## src/rtl/pwr_seq_consts.vh

```
// timing, setting and encoding constants for the power and sleep sequencer
`ifndef PWR_SEQ_CONSTS_VH
`define PWR_SEQ_CONSTS_VH
`define CLK_HZ              40000000
`define ON_PULSE_MIN_MS     800
`define OFF_PULSE_MIN_MS    2000
`define LOCKOUT_MS          10000
`define PWR_ON_SEQ_MS       5000
`define PWR_OFF_SEQ_MS      8000
`define KEY_OFF_SEQ_MS      30000
`define WAKE_LEAD_MS        30
`define BLINK_HALF_MS       500
`define MS_CYC              (`CLK_HZ / 1000)
`define SLEEP_DLY_MAX       3'h4
`define SEC_MS              1000
`define SYNC_IDLE           6'h28
`define ADDR_CTRL           4'h0
`define ADDR_STATUS         4'h1
`define FLOW_NONE           2'h0
`define FLOW_HW             2'h1
`define FLOW_XON            2'h2
`endif

```

## src/rtl/power_sleep_control.v

```verilog
// power sequencing, sleep control and host channel latch for the module
//
// Summary of operation
// - toggle low 800 ms while off powers on
// - power-on sequence about 5 s, then ready
// - toggle low 2 s starts 8 s power-off
// - toggle off only after 10 s since ready
// - key level high powers on, stays active
// - key level low starts 30 s power-off
// - sleep delay 1..4 s, zero disables sleep
// - never sleep while usb channel selected
// - no sleep on serial activity; idle delay
// - asleep: clear-to-send blinks in 500 ms halves
// - wake input low keeps device awake
// - host wake low before, during sending
// - bus-power sampled at power-up picks channel
// - channel fixed; never both channels at once
// - serial flow: hardware, xon/xoff, or none
// - power inputs watched even while off
`include "pwr_seq_consts.vh"
`timescale 1ns/1ps
`default_nettype none
module power_sleep_control #(
  parameter [31:0] ON_PULSE_CYC  = `ON_PULSE_MIN_MS * `MS_CYC,
  parameter [31:0] OFF_PULSE_CYC = `OFF_PULSE_MIN_MS * `MS_CYC,
  parameter [31:0] LOCKOUT_CYC   = `LOCKOUT_MS * `MS_CYC,
  parameter [31:0] PON_SEQ_CYC   = `PWR_ON_SEQ_MS * `MS_CYC,
  parameter [31:0] POFF_SEQ_CYC  = `PWR_OFF_SEQ_MS * `MS_CYC,
  parameter [31:0] KOFF_SEQ_CYC  = `KEY_OFF_SEQ_MS * `MS_CYC,
  parameter [31:0] WAKE_LEAD_CYC = `WAKE_LEAD_MS * `MS_CYC,
  parameter [31:0] BLINK_CYC     = `BLINK_HALF_MS * `MS_CYC,
  parameter [31:0] SEC_CYC       = `SEC_MS * `MS_CYC
) (
  input  wire        core_clk,
  input  wire        resetn,
  input  wire        pwr_toggle_n,
  input  wire        key_level,
  input  wire        wake_req_n,
  input  wire        usb_vbus,
  input  wire        ser_txd_act,
  input  wire        ser_rxd_act,
  input  wire        tx_buf_empty,
  input  wire        host_data_pend,
  input  wire [3:0]  addr,
  input  wire [7:0]  wdata,
  input  wire        wr_stb,
  input  wire        rd_stb,
  output reg  [7:0]  rdata,
  output reg         powered,
  output reg         ready,
  output reg         asleep,
  output reg         cts,
  output reg         host_wake_n,
  output reg         send_go,
  output reg         wake_irq,
  output reg         usb_sel,
  output reg         usb_en,
  output reg         ser_en,
  output reg  [1:0]  flow_mode
);

  // ----------------------------------------------------------------
  // input synchronisers
  // ----------------------------------------------------------------
  reg [5:0] s1_r;
  reg [5:0] s2_r;
  // pins are asynchronous to core_clk; two stages before use
  // reset to the idle pin levels: toggle high, key low, wake high,
  // no bus power, no serial activity; all ones would read as a key
  // press and power the unit up at the first edge after reset
  always @(posedge core_clk or negedge resetn) begin
    if (!resetn) begin
      s1_r <= `SYNC_IDLE;
      s2_r <= `SYNC_IDLE;
    end else begin
      s1_r <= {pwr_toggle_n, key_level, wake_req_n, usb_vbus,
               ser_txd_act, ser_rxd_act};
      s2_r <= s1_r;
    end
  end
  wire tog_n  = s2_r[5];
  wire key    = s2_r[4];
  wire wake_n = s2_r[3];
  wire vbus   = s2_r[2];
  wire ser_act = s2_r[1] | s2_r[0];

  // ----------------------------------------------------------------
  // power state machine
  // ----------------------------------------------------------------
  localparam [2:0] ST_OFF    = 3'h0;
  localparam [2:0] ST_PON    = 3'h1;
  localparam [2:0] ST_RUN    = 3'h2;
  localparam [2:0] ST_POFF   = 3'h3;
  localparam [2:0] ST_RELEAS = 3'h4;

  reg [2:0]  st_r;
  reg [31:0] seq_cnt_r;
  reg [31:0] low_cnt_r;
  reg [31:0] lock_cnt_r;
  reg        key_mode_r;
  wire       lock_done = (lock_cnt_r >= LOCKOUT_CYC);
  // an off request that the sequencer takes in this cycle; the channel
  // enables drop on the same edge as ready so they never outlive it
  wire       off_req   = (st_r == ST_RUN) &&
                         ((key_mode_r && !key) ||
                          (!key_mode_r && lock_done &&
                           low_cnt_r >= OFF_PULSE_CYC));

  // pulse width of toggle low; runs in every state, even off
  always @(posedge core_clk or negedge resetn) begin
    if (!resetn)
      low_cnt_r <= 32'h0000_0000;
    else if (tog_n)
      low_cnt_r <= 32'h0000_0000;
    else if (low_cnt_r != 32'hffff_ffff)
      low_cnt_r <= low_cnt_r + 32'h0000_0001;
  end

  // main sequencer; toggle-off needs release before re-arming
  always @(posedge core_clk or negedge resetn) begin
    if (!resetn) begin
      st_r       <= ST_OFF;
      seq_cnt_r  <= 32'h0000_0000;
      lock_cnt_r <= 32'h0000_0000;
      key_mode_r <= 1'b0;
      powered    <= 1'b0;
      ready      <= 1'b0;
    end else begin
      if (st_r == ST_RUN && !lock_done)
        lock_cnt_r <= lock_cnt_r + 32'h0000_0001;
      case (st_r)
        ST_OFF: begin
          if (key) begin
            st_r <= ST_PON;
            key_mode_r <= 1'b1;
            powered <= 1'b1;
            seq_cnt_r <= 32'h0000_0000;
          end else if (low_cnt_r >= ON_PULSE_CYC) begin
            st_r <= ST_PON;
            key_mode_r <= 1'b0;
            powered <= 1'b1;
            seq_cnt_r <= 32'h0000_0000;
          end
        end
        ST_PON: begin
          if (seq_cnt_r >= PON_SEQ_CYC - 32'h0000_0001) begin
            st_r <= ST_RUN;
            ready <= 1'b1;
            lock_cnt_r <= 32'h0000_0000;
          end else
            seq_cnt_r <= seq_cnt_r + 32'h0000_0001;
        end
        ST_RUN: begin
          if (key_mode_r && !key) begin
            st_r <= ST_POFF;
            ready <= 1'b0;
            seq_cnt_r <= 32'h0000_0000;
          end else if (!key_mode_r && lock_done &&
                       low_cnt_r >= OFF_PULSE_CYC) begin
            st_r <= ST_POFF;
            ready <= 1'b0;
            seq_cnt_r <= 32'h0000_0000;
          end
        end
        ST_POFF: begin
          // key-driven shutdown has the longer budget
          if (seq_cnt_r >= (key_mode_r ? KOFF_SEQ_CYC : POFF_SEQ_CYC)
                           - 32'h0000_0001) begin
            st_r <= ST_RELEAS;
            powered <= 1'b0;
          end else
            seq_cnt_r <= seq_cnt_r + 32'h0000_0001;
        end
        ST_RELEAS: begin
          // avoid an off-hold re-triggering power-on at once
          if (tog_n && !key)
            st_r <= ST_OFF;
        end
        default: st_r <= ST_OFF;
      endcase
    end
  end

  // ----------------------------------------------------------------
  // channel latch at power-up
  // ----------------------------------------------------------------
  // bus power is followed only while off, so the channel cannot move
  // during a powered session; enables come one cycle after ready and
  // leave together with it
  always @(posedge core_clk or negedge resetn) begin
    if (!resetn) begin
      usb_sel <= 1'b0;
      usb_en  <= 1'b0;
      ser_en  <= 1'b0;
    end else begin
      if (st_r == ST_OFF)
        usb_sel <= vbus;
      usb_en <= ready & ~off_req & usb_sel;
      ser_en <= ready & ~off_req & ~usb_sel;
    end
  end

  // ----------------------------------------------------------------
  // register port: ctrl holds sleep delay and flow mode
  // ----------------------------------------------------------------
  // out-of-range fields are dropped one by one, so a bad sleep delay
  // does not stop a good flow mode from landing in the same write
  reg [2:0] sleep_dly_r;
  always @(posedge core_clk or negedge resetn) begin
    if (!resetn) begin
      sleep_dly_r <= 3'h0;
      flow_mode   <= `FLOW_HW;
      rdata       <= 8'h00;
    end else begin
      if (wr_stb && addr == `ADDR_CTRL) begin
        if (wdata[2:0] <= `SLEEP_DLY_MAX)
          sleep_dly_r <= wdata[2:0];
        if (wdata[5:4] != 2'h3)
          flow_mode <= wdata[5:4];
      end
      if (rd_stb && addr == `ADDR_CTRL)
        rdata <= {2'h0, flow_mode, 1'b0, sleep_dly_r};
      else if (rd_stb && addr == `ADDR_STATUS)
        rdata <= {1'b0, usb_sel, ~host_wake_n, asleep, ready, powered,
                  st_r == ST_POFF, st_r == ST_PON};
      else
        rdata <= 8'h00;
    end
  end

  // ----------------------------------------------------------------
  // sleep control
  // ----------------------------------------------------------------
  reg [31:0] idle_cnt_r;
  reg [31:0] blink_cnt_r;
  reg        blink_r;
  reg        wake_d_r;
  wire busy = ser_act | ~tx_buf_empty | ~wake_n | host_data_pend
              | ~host_wake_n;
  // idle time restarts on any activity, so a trickle of traffic keeps
  // the unit awake indefinitely; the blink runs only while asleep
  wire idle_done = idle_cnt_r >= SEC_CYC * {29'h0, sleep_dly_r};
  always @(posedge core_clk or negedge resetn) begin
    if (!resetn) begin
      idle_cnt_r  <= 32'h0000_0000;
      asleep      <= 1'b0;
      blink_cnt_r <= 32'h0000_0000;
      blink_r     <= 1'b0;
      wake_d_r    <= 1'b1;
      wake_irq    <= 1'b0;
      cts         <= 1'b0;
    end else begin
      wake_d_r <= wake_n;
      wake_irq <= wake_d_r & ~wake_n;
      if (!ready || usb_sel || sleep_dly_r == 3'h0 || busy) begin
        idle_cnt_r <= 32'h0000_0000;
        asleep <= 1'b0;
      end else if (idle_done)
        asleep <= 1'b1;
      else
        idle_cnt_r <= idle_cnt_r + 32'h0000_0001;
      if (!asleep || blink_cnt_r >= BLINK_CYC - 32'h0000_0001) begin
        blink_cnt_r <= 32'h0000_0000;
        blink_r <= asleep & ~blink_r;
      end else
        blink_cnt_r <= blink_cnt_r + 32'h0000_0001;
      // awake level whenever ser_en, any flow mode; blink pattern while asleep
      cts <= ser_en & (asleep ? blink_r : 1'b1);
    end
  end

  // ----------------------------------------------------------------
  // host wake: lead time, then sending until data is done
  // ----------------------------------------------------------------
  // dropping the pending flag releases both outputs at once; a new
  // request always pays the full lead time again
  reg [31:0] lead_cnt_r;
  always @(posedge core_clk or negedge resetn) begin
    if (!resetn) begin
      lead_cnt_r  <= 32'h0000_0000;
      host_wake_n <= 1'b1;
      send_go     <= 1'b0;
    end else if (!ready || !host_data_pend) begin
      lead_cnt_r  <= 32'h0000_0000;
      host_wake_n <= 1'b1;
      send_go     <= 1'b0;
    end else begin
      host_wake_n <= 1'b0;
      if (lead_cnt_r >= WAKE_LEAD_CYC - 32'h0000_0001)
        send_go <= 1'b1;
      else
        lead_cnt_r <= lead_cnt_r + 32'h0000_0001;
    end
  end

endmodule // power_sleep_control
`default_nettype wire

```

## config.mk

```make
export PLATFORM = sky130hd
export DESIGN_NAME = power_sleep_control
export DESIGN_NICKNAME = d
export VERILOG_FILES = /design/src/rtl/power_sleep_control.v
export VERILOG_INCLUDE_DIRS = /design/src /design/src/rtl
export SDC_FILE = /design/constraint.sdc
export NUM_CORES = 1
export LEC_CHECK = 0
export BUFFER_PORTS_ARGS = -buffer_cell sky130_fd_sc_hd__buf_2
export CORE_UTILIZATION = 55
export CTS_CLUSTER_SIZE = 10
export DETAILED_ROUTE_END_ITERATION = 8
export HOLD_SLACK_MARGIN = 0.15
export PLACE_DENSITY = 0.8
export SLEW_MARGIN = 25
export SYNTH_ARGS = -nofsm -noshare
export SYNTH_HDL_FRONTEND = slang
export SYNTH_SLANG_ARGS = --single-unit
```

## constraint.sdc

```tcl
create_clock -name core_clk -period 4.1 [get_ports core_clk]
set_clock_uncertainty 0.1 [all_clocks]
set_input_delay 0.205 -clock core_clk [delete_from_list [all_inputs] [get_ports core_clk]]
set_output_delay 0.205 -clock core_clk [all_outputs]
set_load 0.02 [all_outputs]
```

==> impl_metrics.yaml, run 1 <==
timing:
  whs_ps: 218
  fin_tns_setup_ps: 0
  max_freq_mhz: 253
  period_minus_slack_ps: 3960
  slew_headroom_pct: 28.1
  hold_viol_final: 0
  setup_viol: 0
  period_share_pct: 96.5
  slew_viol_final: 0
  setup_ws_ps: 145
  tightestPinTransition_ps: 1070
global_route:
  grt_first_pass_wirelength_um: 47100
  grt_pass1_vias: 9814
  grt_overflow: 0
  grt_start_max_net_pins: 119
  track_usage_pct: 24.1
  antenna_found_initial: 0
drt:
  drtAntennaViolNets: 0
  firstDrtPassIters: 7
  via_per_inst: 5.94
  drtIter0Drc: 714
  vias: 10033
  wl_per_cell_um: 16.3
  drc_errors: 7
  wl_um: 27500
worst_setup_path:
  path_class: "flop to flop"
  arrival_ps: 4320
  setup.worst_path.start: "sleep_dly_r[0]"
  reg2reg_from: "sleep_dly_r[0]"
  cp-end-kind: "flop"
  worstPathMaxFanout: 8
  ff2ff_path_depth: 19
  crit_required_ps: 4470
  cp-start-kind: "flop"
floorplan:
  die_y_um: 152
  dieWidth_um: 152
  core_area_um2: 22000
  ios: 44
  fp.dieArea_um2: 23100
  rows: 54
  initial_utilization_pct: 56.3
cts:
  h-tree-depth: 1
  clock_sinks: 232
  cts_buffer_depth: 3
  cts_root_buf: "clkbuf_16"
  clkTransAtPathRegs_ps: 60
  clk_latency_ps: 540
  cts_tree: "done"
  cts_inserted_buffers: 27
hold_path:
  hold_path_startpoint: "key_level"
  hold_path_class: "primary input to flop"
  whs_path_depth: 2
final_layout:
  fin_cells: 1690
  synthToLayoutAreaGrowth_pct: 14.2
  final_nets: 1461
  final_common_cell: "dfrtp_1"
  layout_common_cells: "225 x dfrtp_1, 188 x nor2_1, 101 x nand2_1, 71 x xor2_1, 60 x a21oi_1"
  antennaDiodeCount: 0
  layout-drive-gt1-share_pct: 10.6
pwr:
  ir_worst_vdd_mv: 0.254
  total_power_w: 0.00507
  power.density_nw_per_um2: 359
  leakagePower_nw: 6.23
logic_synthesis:
  async_flop_share_pct: 100
  synth_flop_cell: "dfrtp_1"
  synth_area_um2: 12400
  synth_warnings: 0
  synth_edf_count: 0
  avgSynthCellArea_um2: 9.48
  synth_cell_type_count: 73
  synth-seq-cells: 232
  synth_seq_area_share_pct: 47.0
  synth_cells: 1305
placed_design:
  dp_hpwl_um: 18100
  portBuffers: 39
  globalplace.congestion: 0.887
  dp_slack_ps: -108
  dp_cells: 1608
run_status:
  status: "finished with violations"
  violations: "DRC"
flow_run:
  drv_cap: 0
-- cell families (layout without fill, tap and decap cells) --
| kind of cell | Yosys count | after routing | synth area share [%] |
|---|---|---|---|
| mux | 10 | 10 | 0.840 |
| flops | 232 | 232 | 47.0 |
| fa+ha+maj | 48 | 48 | 4.92 |
| compound gates | 206 | 206 | 11.1 |
| other cells | 1 | 8 | 0.0303 |
| simple gates | 597 | 597 | 24.6 |
| xor+xnor | 118 | 118 | 8.36 |
| buf+inv | 93 | 191 | 3.20 |
-- layer usage --
metal | vias up | part of all wire [%] | global-route usage [%]
met4 | 0 | 2.5 | 7.34
met5 | - | 0 | 0
li1 | 4813 | - | -
met1 | 4906 | 44 | 32.5
met3 | 61 | 4.9 | 3.74
met2 | 253 | 48 | 40.4
-- sequential cells by signal, summed over array words and instances (netlist names), 2 cells and up --
signal,flops
blink_cnt_r,32
flow_mode,2
idle_cnt_r,32
lead_cnt_r,32
lock_cnt_r,32
low_cnt_r,32
rdata,7
s1_r,6
s2_r,6
seq_cnt_r,32
sleep_dly_r,3
st_r,3
-- per-stage QoR --
step                area (um2)  util [%]
global placement         13000      59.0
floorplan                12400         -
global route             14100      64.3
CTS                      14000      63.9
finish                   14100      64.3
detailed placement       13000      59.0
-- what timing repair did --
| item | CTS | global route |
|---|---|---|
| pin swaps | 1 | 2 |
| endpoints found under the hold margin | 143 | 0 |
| gates cloned | 0 | 0 |
| hold buffers | 28 | 0 |
| buffers inserted | 2 | 2 |
| resized for setup | 3 | 11 |
| setup endpoints to repair | 12 | 24 |
-- path summary, 6_finish.rpt --
check / to / slack [ps]
setup / recovery: idle_cnt_r[27] / 140
hold / removal: s1_r[4] / 220
setup reg to reg: idle_cnt_r[27] / 140
hold reg to reg: s2_r[2] / 250
max in group asynchronous: flow_mode[0] / 2720
min in group asynchronous: sleep_dly_r[1] / 230
-- critical path: stages, from the launching register on --
cell and delay (ps):
dfrtp_1 390, buf_4 170, ha_1 240, ha_1 310, a21oi_1 90, o21ai_2 160, a21oi_1 90, o21ai_1 180
nand2_1 90, xnor2_1 170, ha_1 270, a21oi_1 150, o21a_1 160, nor2_1 70, a2111oi_4 250, buf_4 200
o21ai_2 60, buf_4 160, or4_1 410, a21oi_1 150
-- synth_stat cells (all sizes together), types with 11 or more instances --
cell    instances  area (um2)
a21oi          68         412
a31oi          26         163
and2           15        96.3
and3           50         318
and4           15         131
buf            14        98.8
clkbuf         38         143
dfrtp         225        5630
ha             47         588
inv            41         154
nand2         101         379
nand3          56         280
nand4          54         344
nor2          188         706
nor3           38         195
nor4           20         138
o21a           11        82.6
o21ai          46         241
or3            19         119
xnor2          47         412
xor2           71         622
-- power breakdown --
| group | leakage (nW) | internal, W | switching, W |
|---|---|---|---|
| clock | 0.369 | 0.00125 | 0.000896 |
| combinational | 2.72 | 0.000212 | 0.000271 |
| sequential | 3.13 | 0.00236 | 0.0000811 |
-- area by class of cell --
cell class | instances | area (um2)
Fill cell | 1701 | 7840
Multi-Input combinational cell | 987 | 6270
Sequential cell | 232 | 5810
Clock buffer | 49 | 768
Timing Repair Buffer | 100 | 749
Tap cell | 280 | 350
Inverter | 41 | 154
Clock inverter | 1 | 8.76
(Power assumes the default switching activity.)
==> run 2, diff against run 1 <==
--- a/config.mk
+++ b/config.mk
@@ -7,6 +7,8 @@
 export NUM_CORES = 1
 export LEC_CHECK = 0
 export BUFFER_PORTS_ARGS = -buffer_cell sky130_fd_sc_hd__buf_2
+export CAP_MARGIN = 40
+export CORE_ASPECT_RATIO = 0.9
 export CORE_UTILIZATION = 55
 export CTS_CLUSTER_SIZE = 10
 export DETAILED_ROUTE_END_ITERATION = 8
==> run 2 against run 1 <==
Sequential share of layout area decreased by 0.77 points; the flow now finishes without violations; maximum frequency shrank 2.8%; global-route usage grew 0.60 points; die area about the same; largest power group unchanged; highest routed layer unchanged; clock power barely moved; hold slack worse by 100 ps.
==> impl_metrics.yaml, run 2 (same netlist as run 1, synthesis figures left out) <==
timing:
  tightestPinTransition_ps: 808
  period_share_pct: 99.2
  hold_viol_final: 0
  setup_ws_ps: 31.6
  max_freq_mhz: 246
  fin_tns_setup_ps: 0
  setup_viol: 0
  slew_headroom_pct: 45.4
  slew_viol_final: 0
  rsz0062_at_grt: "yes"
  period_minus_slack_ps: 4070
placed_design:
  dp_slack_ps: -208
  dp_cells: 1622
  dp_hpwl_um: 17900
  portBuffers: 39
  globalplace.congestion: 0.871
floorplan:
  core_area_um2: 21800
  dieWidth_um: 160
  fp.dieArea_um2: 23100
  ios: 44
  rows: 51
  die_y_um: 144
  initial_utilization_pct: 56.7
global_route:
  grt_start_max_net_pins: 136
  track_usage_pct: 24.7
  grt_overflow: 0
  antenna_found_initial: 0
  grt_pass1_vias: 9705
  grt_first_pass_wirelength_um: 47400
final_layout:
  final_nets: 1471
  layout_common_cells: "225 x dfrtp_1, 187 x nor2_1, 99 x nand2_1, 71 x xor2_1, 56 x nand3_1"
  synthToLayoutAreaGrowth_pct: 16.3
  fillers: 1622
  antennaDiodeCount: 0
  layout-drive-gt1-share_pct: 13.0
  final_common_cell: "dfrtp_1"
  regArea_um2: 5810
  final_util_pct: 65.9
  fin_cells: 1711
  multiInputGateArea_um2: 6420
cts:
  clock_sinks: 232
  cts_tree: "done"
  h-tree-depth: 1
  cts_inserted_buffers: 27
  clkTransAtPathRegs_ps: 60
  clk_latency_ps: 530
  cts_buffer_depth: 3
  cts_root_buf: "clkbuf_16"
worst_setup_path:
  arrival_ps: 4420
  cp-end-kind: "flop"
  crit_required_ps: 4460
  path_class: "flop to flop"
  cp-start-kind: "flop"
  worstPathMaxFanout: 4
drt:
  firstDrtPassIters: 6
  drtIter0Drc: 917
  drtAntennaViolNets: 0
  wl_per_cell_um: 16.8
  vias: 10151
  wl_um: 28800
  drc_errors: 0
  via_per_inst: 5.93
run_status:
  status: "finished, final reports clean"
pwr:
  clockPowerShare_pct: 42.3
  power_switching_w: 0.00129
  combPwrFrac_pct: 10.4
  seqPwrFrac_pct: 47.3
  swShare_pct: 25.0
  internal-power_w: 0.00386
  power.density_nw_per_um2: 358
  leakagePower_nw: 6.30
  ir_worst_vdd_mv: 0.362
flow_run:
  drv_cap: 0
hold_path:
  hold_path_class: "primary input to async pin"
## run 2: cell types whose count changed in the layout (fill, tap and decap cells not counted), sizes merged
cell and delta:
clkdlybuf4s15 +1, buf +9, dlygate4sd3 -1, clkbuf +1
## run 2: critical path, stage by stage (launching register included)
cell,delay [ps]
dfrtp_1,440
inv_2,80
ha_4,300
ha_4,130
inv_2,50
fa_2,400
o21ai_2,190
and2_4,180
nand2_2,50
mux2_4,280
ha_4,250
nand2_2,50
o21a_1,180
nor2_2,70
a2111oi_4,220
buf_4,190
buf_6,100
o211ai_1,110
buf_4,200
or3_4,330
a21oi_2,130
## run 2: per-stage QoR
stage / hold WS (ps) / instance area (um2) / power [W]
6_report: 116 / 14400 / 0.00515
2_1_floorplan: -191 / 12400 / 0.00274
3_5_place_dp: 212 / 13000 / 0.00291
4_1_cts: 206 / 14100 / 0.00512
5_1_grt: 172 / 14400 / 0.00535
3_3_place_gp: 210 / 13000 / 0.00288
## run 2: final timing paths
check | start | to | slack, ps | cells past startpoint
max | sleep_dly_r[0] | idle_cnt_r[28] | 30 | 20
min | resetn | rdata[4] | 120 | 2
max reg2reg | sleep_dly_r[0] | idle_cnt_r[28] | 30 | 20
min reg2reg | s1_r[2] | s2_r[2] | 250 | 0
max in group asynchronous | resetn | s2_r[5] | 2840 | 3
min in group core_clk | pwr_toggle_n | s1_r[5] | 230 | 2
## run 2: cell type report
| class | instances | area share, % |
|---|---|---|
| multi-input cells | 987 | 44.6 |
| inverters | 41 | 1.09 |
| clock buffers | 49 | 5.41 |
| clock inverters | 1 | 0.0609 |
| well taps | 291 | 2.53 |
| flip-flops and latches | 232 | 40.4 |
| repair buffers | 110 | 5.90 |
## run 2: power groups by stage
stage / clock network, W / logic [W] / registers [W]
2_1_floorplan: 0 / 0.000288 / 0.00245
3_3_place_gp: 0 / 0.000415 / 0.00247
3_5_place_dp: 0 / 0.000436 / 0.00247
4_1_cts: 0.00221 / 0.000484 / 0.00243
5_1_grt: 0.00232 / 0.000584 / 0.00244
6_report: 0.00218 / 0.000537 / 0.00244
## run 2: layer usage
metal	wire length, um	track usage, %	vias up	part of all wire [%]
li1	-	-	4829	-
met1	13000	34.2	4936	45
met2	13500	40.6	304	47
met3	1440	3.33	82	5.0
met4	809	8.02	0	2.8
met5	0	0	-	0
## run 2: timing repair
action                     4_1_cts  5_1_grt
setup endpoints to repair       16       18
hold buffers                    27        0
pin swaps                        4       28
gates cloned                     0        1
gates resized for setup         12       39
hold endpoints to repair       158        0
setup buffers                    3        7
